**config.mk**
```make
export PLATFORM = sky130hd
export DESIGN_NAME = irqf_top
export DESIGN_NICKNAME = d
export VERILOG_FILES = /design/src/hdl/irqf_pkg.sv /design/src/hdl/irqf_sticky_bit.sv /design/src/hdl/irqf_wrap_detect.sv /design/src/hdl/irqf_top.sv
export SDC_FILE = /design/constraint.sdc
export NUM_CORES = 1
export LEC_CHECK = 0
export ABC_AREA = 1
export BUFFER_PORTS_ARGS = -buffer_cell sky130_fd_sc_hd__buf_2
export CORE_AREA = 2 2 68 135
export CTS_CLUSTER_SIZE = 28
export DETAILED_ROUTE_END_ITERATION = 8
export DIE_AREA = 0 0 70 137
export PLACE_DENSITY = 0.75
export SLEW_MARGIN = 20
export SYNTH_ARGS = -nofsm -noshare
export SYNTH_HDL_FRONTEND = slang
export SYNTH_SLANG_ARGS = --single-unit
```
**constraint.sdc**
```tcl
create_clock -name pclk -period 1.3 [get_ports pclk]
set_input_delay 0.13 -clock pclk [delete_from_list [all_inputs] [get_ports pclk]]
set_output_delay 0.13 -clock pclk [all_outputs]
set_load 0.02 [all_outputs]
```
**src/hdl/irqf_pkg.sv**
```systemverilog
// Constants, register map and types for the peripheral interrupt flag block.
package irqf_pkg;

   ////////////////////////////////////////////////////////////////////////////
   // Widths.
   localparam int unsigned ADDR_W   = 8;
   localparam int unsigned DATA_W   = 32;
   localparam int unsigned FLAG_W   = 8;
   localparam int unsigned BYTE_W   = 8;
   localparam int unsigned MODE_W   = 2;
   localparam int unsigned PERIOD_W = 8;
   localparam int unsigned WIDE_W   = 16;

   ////////////////////////////////////////////////////////////////////////////
   // Register byte offsets on the APB.
   localparam logic [ADDR_W-1:0] OFS_FLAGS  = 8'h00;
   localparam logic [ADDR_W-1:0] OFS_STATUS = 8'h04;
   localparam logic [ADDR_W-1:0] OFS_MASK   = 8'h08;
   localparam logic [ADDR_W-1:0] OFS_MODE   = 8'h0c;
   localparam logic [ADDR_W-1:0] OFS_PERIOD = 8'h10;
   localparam logic [ADDR_W-1:0] OFS_RXDATA = 8'h14;
   localparam logic [ADDR_W-1:0] OFS_TXDATA = 8'h18;

   ////////////////////////////////////////////////////////////////////////////
   // Flag bit positions.
   localparam int unsigned BIT_OVF    = 0;
   localparam int unsigned BIT_PERIOD = 1;
   localparam int unsigned BIT_CC     = 2;
   localparam int unsigned BIT_SYNC   = 3;
   localparam int unsigned BIT_TX     = 4;
   localparam int unsigned BIT_RX     = 5;
   localparam int unsigned BIT_CONV   = 6;
   localparam int unsigned BIT_TOP    = 7;

   ////////////////////////////////////////////////////////////////////////////
   // Field masks and reset values.
   localparam logic [FLAG_W-1:0]   STICKY_MASK = 8'h4f;
   localparam logic [FLAG_W-1:0]   IMPL_MASK   = 8'h7f;
   localparam logic [FLAG_W-1:0]   FLAGS_RST   = 8'h00;
   localparam logic [FLAG_W-1:0]   MASK_RST    = 8'h00;
   localparam logic [PERIOD_W-1:0] PERIOD_RST  = 8'hff;
   localparam logic [WIDE_W-1:0]   WIDE_MAX    = 16'hffff;
   localparam logic [WIDE_W-1:0]   WIDE_ZERO   = 16'h0000;
   localparam logic [BYTE_W-1:0]   BYTE_RST    = 8'h00;

   ////////////////////////////////////////////////////////////////////////////
   // Capture/compare operating modes, Gray coded.
   typedef enum logic [MODE_W-1:0] {
      CCP_OFF     = 2'h0,
      CCP_CAPTURE = 2'h1,
      CCP_COMPARE = 2'h3,
      CCP_PWM     = 2'h2
   } irqf_ccp_mode_type;

   // Address decode shared by the write and read paths.
   function automatic logic irqf_hit(input logic [ADDR_W-1:0] addr,
                                     input logic [ADDR_W-1:0] ofs);
      return addr == ofs;
   endfunction : irqf_hit

endpackage : irqf_pkg

```
**src/hdl/irqf_sticky_bit.sv**
```systemverilog
// One software-writable event flag in which a hardware set wins.
`timescale 1ns/10ps
module irqf_sticky_bit
   import irqf_pkg::*;
(
   input  logic pclk,
   input  logic presetn,
   input  logic set,
   input  logic wr,
   input  logic wdata,
   output logic q
);

   logic q_reg;

   ////////////////////////////////////////////////////////////////////////////
   // The event sets, a software write stores its bit, the event wins a tie.
   always_ff @(posedge pclk or negedge presetn)
   begin
      if (!presetn)
         q_reg <= 1'b0;
      else if (set)
         q_reg <= 1'b1;
      else if (wr)
         q_reg <= wdata;
   end

   assign q = q_reg;

   ////////////////////////////////////////////////////////////////////////////
   // A set in the same cycle as a clearing write leaves the flag set.
   set_wins_a: assert property (
      @(posedge pclk) disable iff (!presetn)
      set && wr && !wdata |=> q_reg)
      else $error("flag lost an event against a clearing write");

endmodule : irqf_sticky_bit

```
**src/hdl/irqf_wrap_detect.sv**
```systemverilog
// Detects the wide timer rolling over from all ones to zero.
`timescale 1ns/10ps
module irqf_wrap_detect
   import irqf_pkg::*;
(
   input  logic              pclk,
   input  logic              presetn,
   input  logic [WIDE_W-1:0] count,
   output logic              wrap
);

   logic [WIDE_W-1:0] prev_reg;

   ////////////////////////////////////////////////////////////////////////////
   // Remember the previous count to see the roll-over step.
   always_ff @(posedge pclk or negedge presetn)
   begin
      if (!presetn)
         prev_reg <= WIDE_ZERO;
      else
         prev_reg <= count;
   end

   // The overflow is the step from the top value to zero.
   assign wrap = (prev_reg == WIDE_MAX) && (count == WIDE_ZERO);

endmodule : irqf_wrap_detect

```
**src/hdl/irqf_top.sv**
```systemverilog
// APB peripheral interrupt flag register with sticky status and mask.
//
// The placing of the registers and the APB register port are this design's own decisions.
`timescale 1ns/10ps
// Functional notes
// - Flags set on their event regardless of any enable or global enable.
// - Converter flag, bit 6, sets when conversion ends, software clears it.
// - Receive flag, bit 5, read-only, buffer full, clears on data read.
// - Transmit flag, bit 4, read-only, buffer empty, clears on data write.
// - Sync port flag, bit 3, sets on transfer end, held until cleared.
// - Bit 2 sets on a timer capture in capture mode, held until cleared.
// - Bit 2 sets on compare match in compare mode; unused in PWM mode.
// - Period flag, bit 1, sets when timer equals period register.
// - Overflow flag, bit 0, sets when the wide timer overflows.
// - Bit 7 is unimplemented, reads zero and ignores writes.
module irqf_top
   import irqf_pkg::*;
(
   input  logic                pclk,
   input  logic                presetn,
   input  logic                psel,
   input  logic                penable,
   input  logic                pwrite,
   input  logic [ADDR_W-1:0]   paddr,
   input  logic [DATA_W-1:0]   pwdata,
   output logic [DATA_W-1:0]   prdata,
   output logic                pready,
   output logic                pslverr,
   output logic                irq,
   input  logic                conv_done,
   input  logic                rx_full,
   input  logic [BYTE_W-1:0]   rx_byte,
   output logic                rx_pop,
   input  logic                tx_empty,
   output logic                tx_load,
   output logic [BYTE_W-1:0]   tx_byte,
   input  logic                sync_done,
   input  logic                capture_evt,
   input  logic                compare_evt,
   input  logic [PERIOD_W-1:0] period_count,
   input  logic [WIDE_W-1:0]   wide_count
);

   ////////////////////////////////////////////////////////////////////////////
   // Declarations.
   logic [DATA_W-1:0]   prdata_reg;
   logic                pready_reg;
   logic                pslverr_reg;
   logic                irq_reg;
   logic                rx_pop_reg;
   logic                tx_load_reg;
   logic [BYTE_W-1:0]   tx_byte_reg;
   logic                rx_flag_reg;
   logic                tx_flag_reg;
   logic [FLAG_W-1:0]   flags_prev_reg;
   logic [FLAG_W-1:0]   status_reg;
   logic [FLAG_W-1:0]   mask_reg;
   irqf_ccp_mode_type   mode_reg;
   logic [PERIOD_W-1:0] period_reg;
   logic [PERIOD_W-1:0] period_prev_reg;
   logic                acc;
   logic                wr_acc;
   logic                rd_acc;
   logic                hit_flags;
   logic                hit_status;
   logic                hit_mask;
   logic                hit_mode;
   logic                hit_period;
   logic                hit_rx;
   logic                hit_tx;
   logic                hit_any;
   logic                flag_wr;
   logic                period_match;
   logic                overflow;
   logic [FLAG_W-1:0]   sticky_set;
   logic [FLAG_W-1:0]   sticky_q;
   logic [FLAG_W-1:0]   flags_vec;
   logic [FLAG_W-1:0]   flag_events;
   logic [FLAG_W-1:0]   status_clr;
   logic [DATA_W-1:0]   rd_mux;

   ////////////////////////////////////////////////////////////////////////////
   // Bus decode; a transfer completes at the edge that sees pready high.
   assign acc        = psel & penable & pready_reg;
   assign wr_acc     = acc & pwrite;
   assign rd_acc     = acc & ~pwrite;
   assign hit_flags  = irqf_hit(paddr, OFS_FLAGS);
   assign hit_status = irqf_hit(paddr, OFS_STATUS);
   assign hit_mask   = irqf_hit(paddr, OFS_MASK);
   assign hit_mode   = irqf_hit(paddr, OFS_MODE);
   assign hit_period = irqf_hit(paddr, OFS_PERIOD);
   assign hit_rx     = irqf_hit(paddr, OFS_RXDATA);
   assign hit_tx     = irqf_hit(paddr, OFS_TXDATA);
   assign hit_any    = hit_flags | hit_status | hit_mask | hit_mode |
                       hit_period | hit_rx | hit_tx;
   assign flag_wr    = wr_acc & hit_flags;

   ////////////////////////////////////////////////////////////////////////////
   // One wait state: pready rises in the second access cycle for one cycle.
   always_ff @(posedge pclk or negedge presetn)
   begin
      if (!presetn)
         pready_reg <= 1'b0;
      else
         pready_reg <= psel & penable & ~pready_reg;
   end

   // Read data and error are captured in the cycle before pready rises.
   always_ff @(posedge pclk or negedge presetn)
   begin
      if (!presetn)
      begin
         prdata_reg  <= '0;
         pslverr_reg <= 1'b0;
      end
      else if (psel & penable & ~pready_reg)
      begin
         prdata_reg  <= pwrite ? '0 : rd_mux;
         pslverr_reg <= ~hit_any;
      end
      else
      begin
         prdata_reg  <= '0;
         pslverr_reg <= 1'b0;
      end
   end

   // Read multiplexer; narrow registers sit in the low bits.
   always_comb
   begin
      rd_mux = '0;
      if (hit_flags)
         rd_mux[FLAG_W-1:0] = flags_vec & IMPL_MASK;
      else if (hit_status)
         rd_mux[FLAG_W-1:0] = status_reg;
      else if (hit_mask)
         rd_mux[FLAG_W-1:0] = mask_reg;
      else if (hit_mode)
         rd_mux[MODE_W-1:0] = mode_reg;
      else if (hit_period)
         rd_mux[PERIOD_W-1:0] = period_reg;
      else if (hit_rx)
         rd_mux[BYTE_W-1:0] = rx_byte;
      else if (hit_tx)
         rd_mux[BYTE_W-1:0] = tx_byte_reg;
   end

   ////////////////////////////////////////////////////////////////////////////
   // Configuration registers written by software.
   always_ff @(posedge pclk or negedge presetn)
   begin
      if (!presetn)
      begin
         mask_reg   <= MASK_RST;
         mode_reg   <= CCP_OFF;
         period_reg <= PERIOD_RST;
      end
      else if (wr_acc)
      begin
         if (hit_mask)
            mask_reg <= pwdata[FLAG_W-1:0] & IMPL_MASK;
         if (hit_mode)
            mode_reg <= irqf_ccp_mode_type'(pwdata[MODE_W-1:0]);
         if (hit_period)
            period_reg <= pwdata[PERIOD_W-1:0];
      end
   end

   ////////////////////////////////////////////////////////////////////////////
   // Serial data side effects: a data read pops, a data write loads.
   always_ff @(posedge pclk or negedge presetn)
   begin
      if (!presetn)
      begin
         rx_pop_reg  <= 1'b0;
         tx_load_reg <= 1'b0;
         tx_byte_reg <= BYTE_RST;
      end
      else
      begin
         rx_pop_reg  <= rd_acc & hit_rx;
         tx_load_reg <= wr_acc & hit_tx;
         if (wr_acc & hit_tx)
            tx_byte_reg <= pwdata[BYTE_W-1:0];
      end
   end

   // Buffer flags follow the level but drop in the cycle of the pop or load.
   always_ff @(posedge pclk or negedge presetn)
   begin
      if (!presetn)
      begin
         rx_flag_reg <= 1'b0;
         tx_flag_reg <= 1'b0;
      end
      else
      begin
         rx_flag_reg <= rx_full & ~rx_pop_reg;
         tx_flag_reg <= tx_empty & ~tx_load_reg;
      end
   end

   ////////////////////////////////////////////////////////////////////////////
   // Timer event detection.
   always_ff @(posedge pclk or negedge presetn)
   begin
      if (!presetn)
         period_prev_reg <= '0;
      else
         period_prev_reg <= period_count;
   end

   // A match counts once per new timer value equal to the period.
   assign period_match = (period_count == period_reg) &&
                         (period_count != period_prev_reg);

   irqf_wrap_detect u_wrap (
      .pclk    (pclk),
      .presetn (presetn),
      .count   (wide_count),
      .wrap    (overflow)
   );

   ////////////////////////////////////////////////////////////////////////////
   // Event sources for the sticky flags; no enable gates them.
   always_comb
   begin
      sticky_set             = '0;
      sticky_set[BIT_CONV]   = conv_done;
      sticky_set[BIT_SYNC]   = sync_done;
      sticky_set[BIT_CC]     =
         ((mode_reg == CCP_CAPTURE) & capture_evt) |
         ((mode_reg == CCP_COMPARE) & compare_evt);
      sticky_set[BIT_PERIOD] = period_match;
      sticky_set[BIT_OVF]    = overflow;
   end

   // One flag cell per sticky bit; other positions stay zero here.
   genvar gi;
   generate
      for (gi = 0; gi < FLAG_W; gi++)
      begin : g_flag
         if (STICKY_MASK[gi])
         begin : g_sticky
            irqf_sticky_bit u_bit (
               .pclk    (pclk),
               .presetn (presetn),
               .set     (sticky_set[gi]),
               .wr      (flag_wr),
               .wdata   (pwdata[gi]),
               .q       (sticky_q[gi])
            );
         end
         else
         begin : g_plain
            assign sticky_q[gi] = 1'b0;
         end
      end
   endgenerate

   // Full flag view; the top bit is held at zero.
   always_comb
   begin
      flags_vec          = sticky_q;
      flags_vec[BIT_RX]  = rx_flag_reg;
      flags_vec[BIT_TX]  = tx_flag_reg;
      flags_vec[BIT_TOP] = 1'b0;
   end

   ////////////////////////////////////////////////////////////////////////////
   // Interrupt status: a flag rising sets its bit; writing one clears it.
   assign flag_events = flags_vec & ~flags_prev_reg;
   assign status_clr  = (wr_acc & hit_status) ? pwdata[FLAG_W-1:0] : '0;

   always_ff @(posedge pclk or negedge presetn)
   begin
      if (!presetn)
      begin
         flags_prev_reg <= FLAGS_RST;
         status_reg     <= FLAGS_RST;
      end
      else
      begin
         flags_prev_reg <= flags_vec;
         status_reg     <= ((status_reg & ~status_clr) | flag_events) &
                           IMPL_MASK;
      end
   end

   // Level interrupt while any unmasked status bit is set.
   always_ff @(posedge pclk or negedge presetn)
   begin
      if (!presetn)
         irq_reg <= 1'b0;
      else
         irq_reg <= |(status_reg & mask_reg);
   end

   ////////////////////////////////////////////////////////////////////////////
   // Outputs.
   assign prdata  = prdata_reg;
   assign pready  = pready_reg;
   assign pslverr = pslverr_reg;
   assign irq     = irq_reg;
   assign rx_pop  = rx_pop_reg;
   assign tx_load = tx_load_reg;
   assign tx_byte = tx_byte_reg;

   ////////////////////////////////////////////////////////////////////////////
   // Checks.
   conv_set_a: assert property (
      @(posedge pclk) disable iff (!presetn)
      conv_done |=> flags_vec[BIT_CONV])
      else $error("converter flag not set by its event");

   conv_hold_a: assert property (
      @(posedge pclk) disable iff (!presetn)
      flags_vec[BIT_CONV] && !(flag_wr && !pwdata[BIT_CONV])
      |=> flags_vec[BIT_CONV])
      else $error("converter flag dropped without a clearing write");

   rx_clear_a: assert property (
      @(posedge pclk) disable iff (!presetn)
      rd_acc && hit_rx |=> rx_pop_reg ##1 !flags_vec[BIT_RX])
      else $error("receive flag not cleared after a data read");

   tx_clear_a: assert property (
      @(posedge pclk) disable iff (!presetn)
      wr_acc && hit_tx |=> tx_load_reg ##1 !flags_vec[BIT_TX])
      else $error("transmit flag not cleared after a data write");

   sync_set_a: assert property (
      @(posedge pclk) disable iff (!presetn)
      sync_done |=> flags_vec[BIT_SYNC])
      else $error("sync port flag not set");

   cc_mode_a: assert property (
      @(posedge pclk) disable iff (!presetn)
      (mode_reg == CCP_COMPARE && compare_evt) ||
      (mode_reg == CCP_CAPTURE && capture_evt) |=> flags_vec[BIT_CC])
      else $error("capture/compare flag not set in its mode");

   period_set_a: assert property (
      @(posedge pclk) disable iff (!presetn)
      period_count == period_reg && period_count != $past(period_count)
      |=> flags_vec[BIT_PERIOD])
      else $error("period flag not set on match");

   ovf_set_a: assert property (
      @(posedge pclk) disable iff (!presetn)
      $past(wide_count) == WIDE_MAX && wide_count == WIDE_ZERO
      |=> flags_vec[BIT_OVF])
      else $error("overflow flag not set on roll-over");

   top_zero_a: assert property (
      @(posedge pclk) disable iff (!presetn)
      acc && !pwrite && hit_flags |-> prdata_reg[BIT_TOP] == 1'b0)
      else $error("unimplemented flag bit read as one");

   irq_level_a: assert property (
      @(posedge pclk) disable iff (!presetn)
      |(status_reg & mask_reg) |=> irq_reg)
      else $error("interrupt not raised for unmasked status");

endmodule : irqf_top

```
* After elaboration in Yosys (flattened, before gate mapping)
Cells that the tools add are included.
** Cells by class
- Bitwise operators :: 31
- Mux-type cells :: 22
- Reductions and logical operators :: 13
- Eq/ne operators :: 11
** Operator list (number)
- 8-bit two-way mux :: 7
- 32-bit two-way mux :: 1
- 8-bit by 5-bit equality test with 1-bit output, second input constant :: 3
- 7-bit bitwise AND :: 3
- 16-bit equality test, second input constant :: 1
- 8-bit by 4-bit equality test with 1-bit output, second input constant :: 2
- 16-bit logical NOT :: 1
- 7-bit NOT :: 2
- 1-bit bitwise AND :: 13
- 1-bit two-way mux :: 11
- 2-bit nonzero test :: 5
- 8-bit by 3-bit equality test with 1-bit output, second input constant :: 1
- 8-bit equality test :: 1
- 8-bit logical NOT :: 1
- 8-bit != test :: 1
- 8-bit OR reduction :: 1
- 7-bit two-way mux :: 1
- 1-bit OR :: 7
- 7-bit OR :: 1
- 6-bit two-way mux :: 1
- 2-bit AND reduction :: 3
- 1-bit NOT :: 5
- 2-bit by 1-bit equality test with 1-bit output, second input constant :: 1
- 2-bit equality test, second input constant :: 1
- 2 further kinds :: 3
** Word-level totals
- Flip-flop bits (word level) :: 107
- Word-level logic and storage cells :: 98
- Input port bits :: 83

* Depth between registers and ports, before layout
- Depth in word-level cells :: 10
- Gate-level depth with buffers :: 10
- Gate-level depth less buffers :: 10

* By module
A second synthesis with hierarchy kept.
** Second synthesis, totals
- Cells, all modules :: 441
- Area total of the unflattened synthesis :: 3927.5 sq um
** Modules (own cells, without submodules)
- irqf_top :: cells an instance 360, sequential area each 1561.5 sq um, instances 1, area an instance 3130.5 sq um
- irqf_wrap_detect :: cells an instance 51, sequential area each 400.4 sq um, instances 1, area an instance 534.3 sq um
- irqf_sticky_bit :: cells an instance 6, sequential area each 25.0 sq um, instances 5, area an instance 52.6 sq um

* Least setup slack after synthesis
Ideal clock, no wire load.
- Path type :: reg2reg
- Start :: register pready_reg (netlist: pready)
- End :: register tx_byte_reg[4] (netlist: tx_byte[4])
- Stages on the path, launching flop included :: 9
- Path buffers :: 1
- Clock period less this slack :: 1.430 ns
- Setup time :: 0.123 ns
- Data arrival time :: 1.308 ns
- Path slack :: -0.130 ns
- Path through :: dfrtp_1 -> nand3_2 -> nor2_8 -> inv_2 -> nor2_4 -> inv_2 -> buf_6 -> nand2_1 -> o21ai_1
** Between the ends
- Longest elaborated chain between the ends :: 3
** Ends and longest elaborated chain
- from (decl) :: RTL line irqf_top.sv:47 : logic pready_reg;
- from (signal assigned) :: RTL line irqf_top.sv:105 : pready_reg <= psel & penable & ~pready_reg;
- 1-bit bitwise AND :: RTL line irqf_top.sv:84 : assign acc = psel & penable & pready_reg;
- 1-bit bitwise AND :: RTL line irqf_top.sv:85 : assign wr_acc = acc & pwrite;
- 1-bit bitwise AND :: RTL line irqf_top.sv:183 : if (wr_acc & hit_tx)
- to (signal assigned) :: RTL line irqf_top.sv:184 : tx_byte_reg <= pwdata[BYTE_W-1:0];
- to (decl) :: RTL line irqf_top.sv:52 : logic [BYTE_W-1:0] tx_byte_reg;
No other way between the ends.
A chain may end at the register's enable or synchronous reset.

* Worst setup path in the final report
- Start :: register period_prev_reg[1]
- End :: register g_flag[1].g_sticky.u_bit.q_reg
** Between the ends
- Longest elaborated chain between the ends :: 3
- Elaborated cells on any way between the ends :: 4
- Those cells by class :: 1 x eq/ne; 1 x mux; 2 x reduce/logical
** Ends and longest elaborated chain
- from (decl) :: RTL line irqf_top.sv:60 : logic [PERIOD_W-1:0] period_prev_reg;
- from (signal assigned) :: RTL line irqf_top.sv:210 : period_prev_reg <= period_count;
- 8-bit != test * :: RTL line irqf_top.sv:215 : (period_count != period_prev_reg);
- 1-bit logical AND * :: RTL line irqf_top.sv:214 : assign period_match = (period_count == period_reg) &&
- 1-bit two-way mux / 2-bit nonzero test (equally long branches)
- to (signal assigned) :: RTL line irqf_sticky_bit.sv:25 : q_reg <= wdata;
- to (decl) :: RTL line irqf_sticky_bit.sv:14 : logic q_reg;
Every way passes the cells marked *; elsewhere a longest branch is shown, timed or not.

==> flow_metrics.tcl <==
set metrics [dict create \
    r2r-end "g_flag[1].g_sticky.u_bit.q$_DFFE_PN0P_" \
    finalNonFillerCells 645 \
    clock-root-buffer "clkbuf_16" \
    die-area_um2 9590 \
    layout_min_cycle_time_ns 1.23 \
    crit_arrival_ns 1.46 \
    final_antenna_net_count 0 \
    yosysTopAreaCellShare_pct 48.5 \
    drv_cap 0 \
    fin_worst_skew_ns 0.00623 \
    synth-seq-cells 83 \
    hold_path_depth 3 \
    path_max_fanout 2 \
    gp_congestion 0.835 \
    firstDrtPassIters 4 \
    start_kind "flop" \
    hold-path-endpoint "g_flag[6].g_sticky.u_bit.q$_DFFE_PN0P_" \
    crit_slowest_cell "dfrtp_1" \
    leakagePower_nw 2.58 \
    cts.clk_slew.worst_paths_ns 0.06 \
    synth_cell_type_count 35 \
    yosys-top-cells-area "dfrtp_1 (48%), nand2_1 (8.2%), dfstp_2 (5.4%)" \
    synth_area_leader_cell "dfrtp_1" \
    hold_class "input pin to flop" \
    htreeDepth 3 \
    placed_cells 602 \
    largest_reg_flops 16 \
    rsz0062_at_grt "false" \
    grt_pass1_wl_um 14500 \
    numCtsBuffers 9 \
    grt_usage_pct 19.7 \
    layout.nets 623 \
    path_buf_inv 0 \
    clock_sinks 83 \
    cpPeakStageDelay_ns 0.37 \
    hold_start "conv_done" \
    routed_wl_um 8890 \
    hpwl_um 6740 \
    post_drt_wl_per_cell_um 13.8 \
    die_x_um 70 \
    worst_hold_slack_ns 0.0113 \
    rrSetupSlack_ns 0.07 \
    ir_drop_mv 0.970 \
    num_rows 48 \
    finalHoldViolations 0 \
    via_count 3130 \
    area_delta_synth_final_pct 30.9 \
    start_util_pct 45.4 \
    cp.required_ns 1.52 \
    seq_area_frac_synth_pct 53.9 \
    fmax_ghz 0.810 \
    netlist_instances 410 \
    ioPinCount 128 \
    crit_top_cell "nand2_1" \
    path_cells "or2_2, a211oi_1, nand2_1, nand2_2, nand2_1" \
    coreArea_um2 8530 \
    synth_area_um2 3870 \
    num_antenna_cells 0 \
    setup_violations 0 \
    r2r-start "period_prev_reg[1]$_DFF_PN0_" \
    clock_path_buffers 2 \
    fillerInstances 744 \
    drv_slew 0 \
    multi_input_area_um2 1520 \
    critical_path_class "flop to flop" \
    clkLatencyLatePin_ns 0.34 \
    dieHeight_um 137 \
    min_period_over_period_pct 95.0 \
    cts_tree "yes" \
    drive_gt1_share_pct 31.6 \
    power.total_mw 5.63 \
    status "finished, final reports clean" \
    via_per_inst 4.85 \
    drt_iter0_drc 110 \
    r2r_cells 5 \
    crit_family "simple AND/OR/NAND/NOR gates" \
    synth_area_per_cell_um2 9.44 \
    antenna_found_initial 0 \
    regArea_um2 2090 \
    yosysWarnings 0 \
    port-buffer-count 79 \
    gr-total-overflow 0 \
    grt_max_degree 42 \
    power_density_nw_per_um2 1110 \
    grt_pass1_vias 3250 \
    route.detailed.drc 0 \
    crit_path_end_kind "flop" \
]
==> cells in the mapped netlist <==
library cell,number
nand2_4,3
nor2_2,3
nor2_8,4
or2_2,3
buf_4,24
nand3_2,1
a221oi_1,1
nand4_1,11
nand3_1,16
a211oi_1,1
conb_1,1
xor2_1,2
dfstp_2,8
o221ai_1,1
o21ai_0,19
o211ai_1,2
nand2_2,7
inv_2,8
nor2_4,7
nand2_1,85
or2_0,1
nor2_1,22
o21ai_2,7
buf_6,3
inv_1,41
nand3_4,1
dfrtp_1,75
mux2_4,1
o22ai_1,1
a21oi_1,8
xnor2_1,7
nor4_1,5
nor3_1,5
buf_2,1
o21ai_1,25
==> power breakdown <==
group / total (mW) / switching [mW] / leakage, nW / internal, mW
sequential: 2.67 / 0.0263 / 0.988 / 2.65
combinational: 0.509 / 0.300 / 1.46 / 0.209
clock: 2.45 / 0.972 / 0.136 / 1.48
total: 5.63 / 1.30 / 2.58 / 4.34
==> cell families (layout without fill, tap and decap cells) <==
| group | Yosys count | after routing | share of synthesized area, % |
|---|---|---|---|
| AO/OA/AOI/OAI | 65 | 65 | 9.51 |
| flip-flops | 83 | 83 | 53.9 |
| buffers and inverters | 77 | 189 | 10.4 |
| AND/OR/NAND/NOR | 174 | 174 | 23.6 |
| other | 1 | 24 | 0.0969 |
| XOR/XNOR | 9 | 9 | 2.04 |
| multiplexers | 1 | 1 | 0.388 |
==> final cells by class <==
type	instances	share of cell area [%]
Sequential cell	83	41.2
Multi-Input combinational cell	273	30.0
Timing Repair Buffer	124	17.0
Clock buffer	11	4.59
Inverter	49	3.73
Tap cell	100	2.47
Clock inverter	5	1.09
==> worst min-delay path, delay by kind of cell <==
kind | cells | cell delay [ns]
buf+inv | 1 | 0.08
compound gates | 2 | 0.09
==> per-layer routing <==
layer  GRT usage, %  routed length (µm)
met5              0                   0
met4           11.1                 348
met3           4.20                 448
met2           37.2                5030
met1           19.6                3060
==> worst max path at each step <==
stage,depth (start not counted),end,from,slack (ns)
after floorplan,8,tx_byte[4]$_DFFE_PN0P_,pready$_DFF_PN0_,-0.02
after global placement,10,prdata[5]$_DFF_PN0_,paddr[5],-0.02
after detailed placement,10,prdata[5]$_DFF_PN0_,paddr[5],-0.05
after CTS,7,g_flag[0].g_sticky.u_bit.q$_DFFE_PN0P_,wide_count[0],0.005
after global routing,5,prdata[5]$_DFF_PN0_,pready$_DFF_PN0_,0.005
final,5,g_flag[1].g_sticky.u_bit.q$_DFFE_PN0P_,period_prev_reg[1]$_DFF_PN0_,0.07
==> per-stage QoR <==
stage / utilization (%) / area (µm²) / setup slack, ns / setup TNS [ns]
2_1_floorplan: - / 3970 / -0.0181 / -0.0544
3_3_place_gp: 52.1 / 4440 / -0.0191 / -0.0580
3_5_place_dp: 52.1 / 4440 / -0.0474 / -0.173
4_1_cts: 58.9 / 5020 / 0.00516 / 0
5_1_grt: 59.4 / 5070 / 0.00471 / 0
6_report: 59.4 / 5070 / 0.0651 / 0
==> placed cells by master, fill, tap and decap left out, types with 9 or more instances in the layout <==
master / netlist / final
clkbuf_16: 0 / 9
nor2_1: 22 / 22
buf_2: 1 / 76
buf_4: 24 / 15
dlygate4sd3_1: 0 / 27
dfrtp_1: 75 / 74
o21ai_1: 25 / 25
nand4_1: 11 / 11
conb_1: 1 / 24
nand2_1: 85 / 84
nand3_1: 16 / 16
inv_1: 41 / 40
o21ai_0: 19 / 19
==> timing repair <==
item / in CTS / in global routing
hold buffers: 29 / 0
setup endpoints to repair: 0 / 19
hold endpoints to repair: 103 / 0
setup buffers: 0 / 0
resized for setup: 0 / 14
Note: power is estimated with default switching activity, not from simulation.
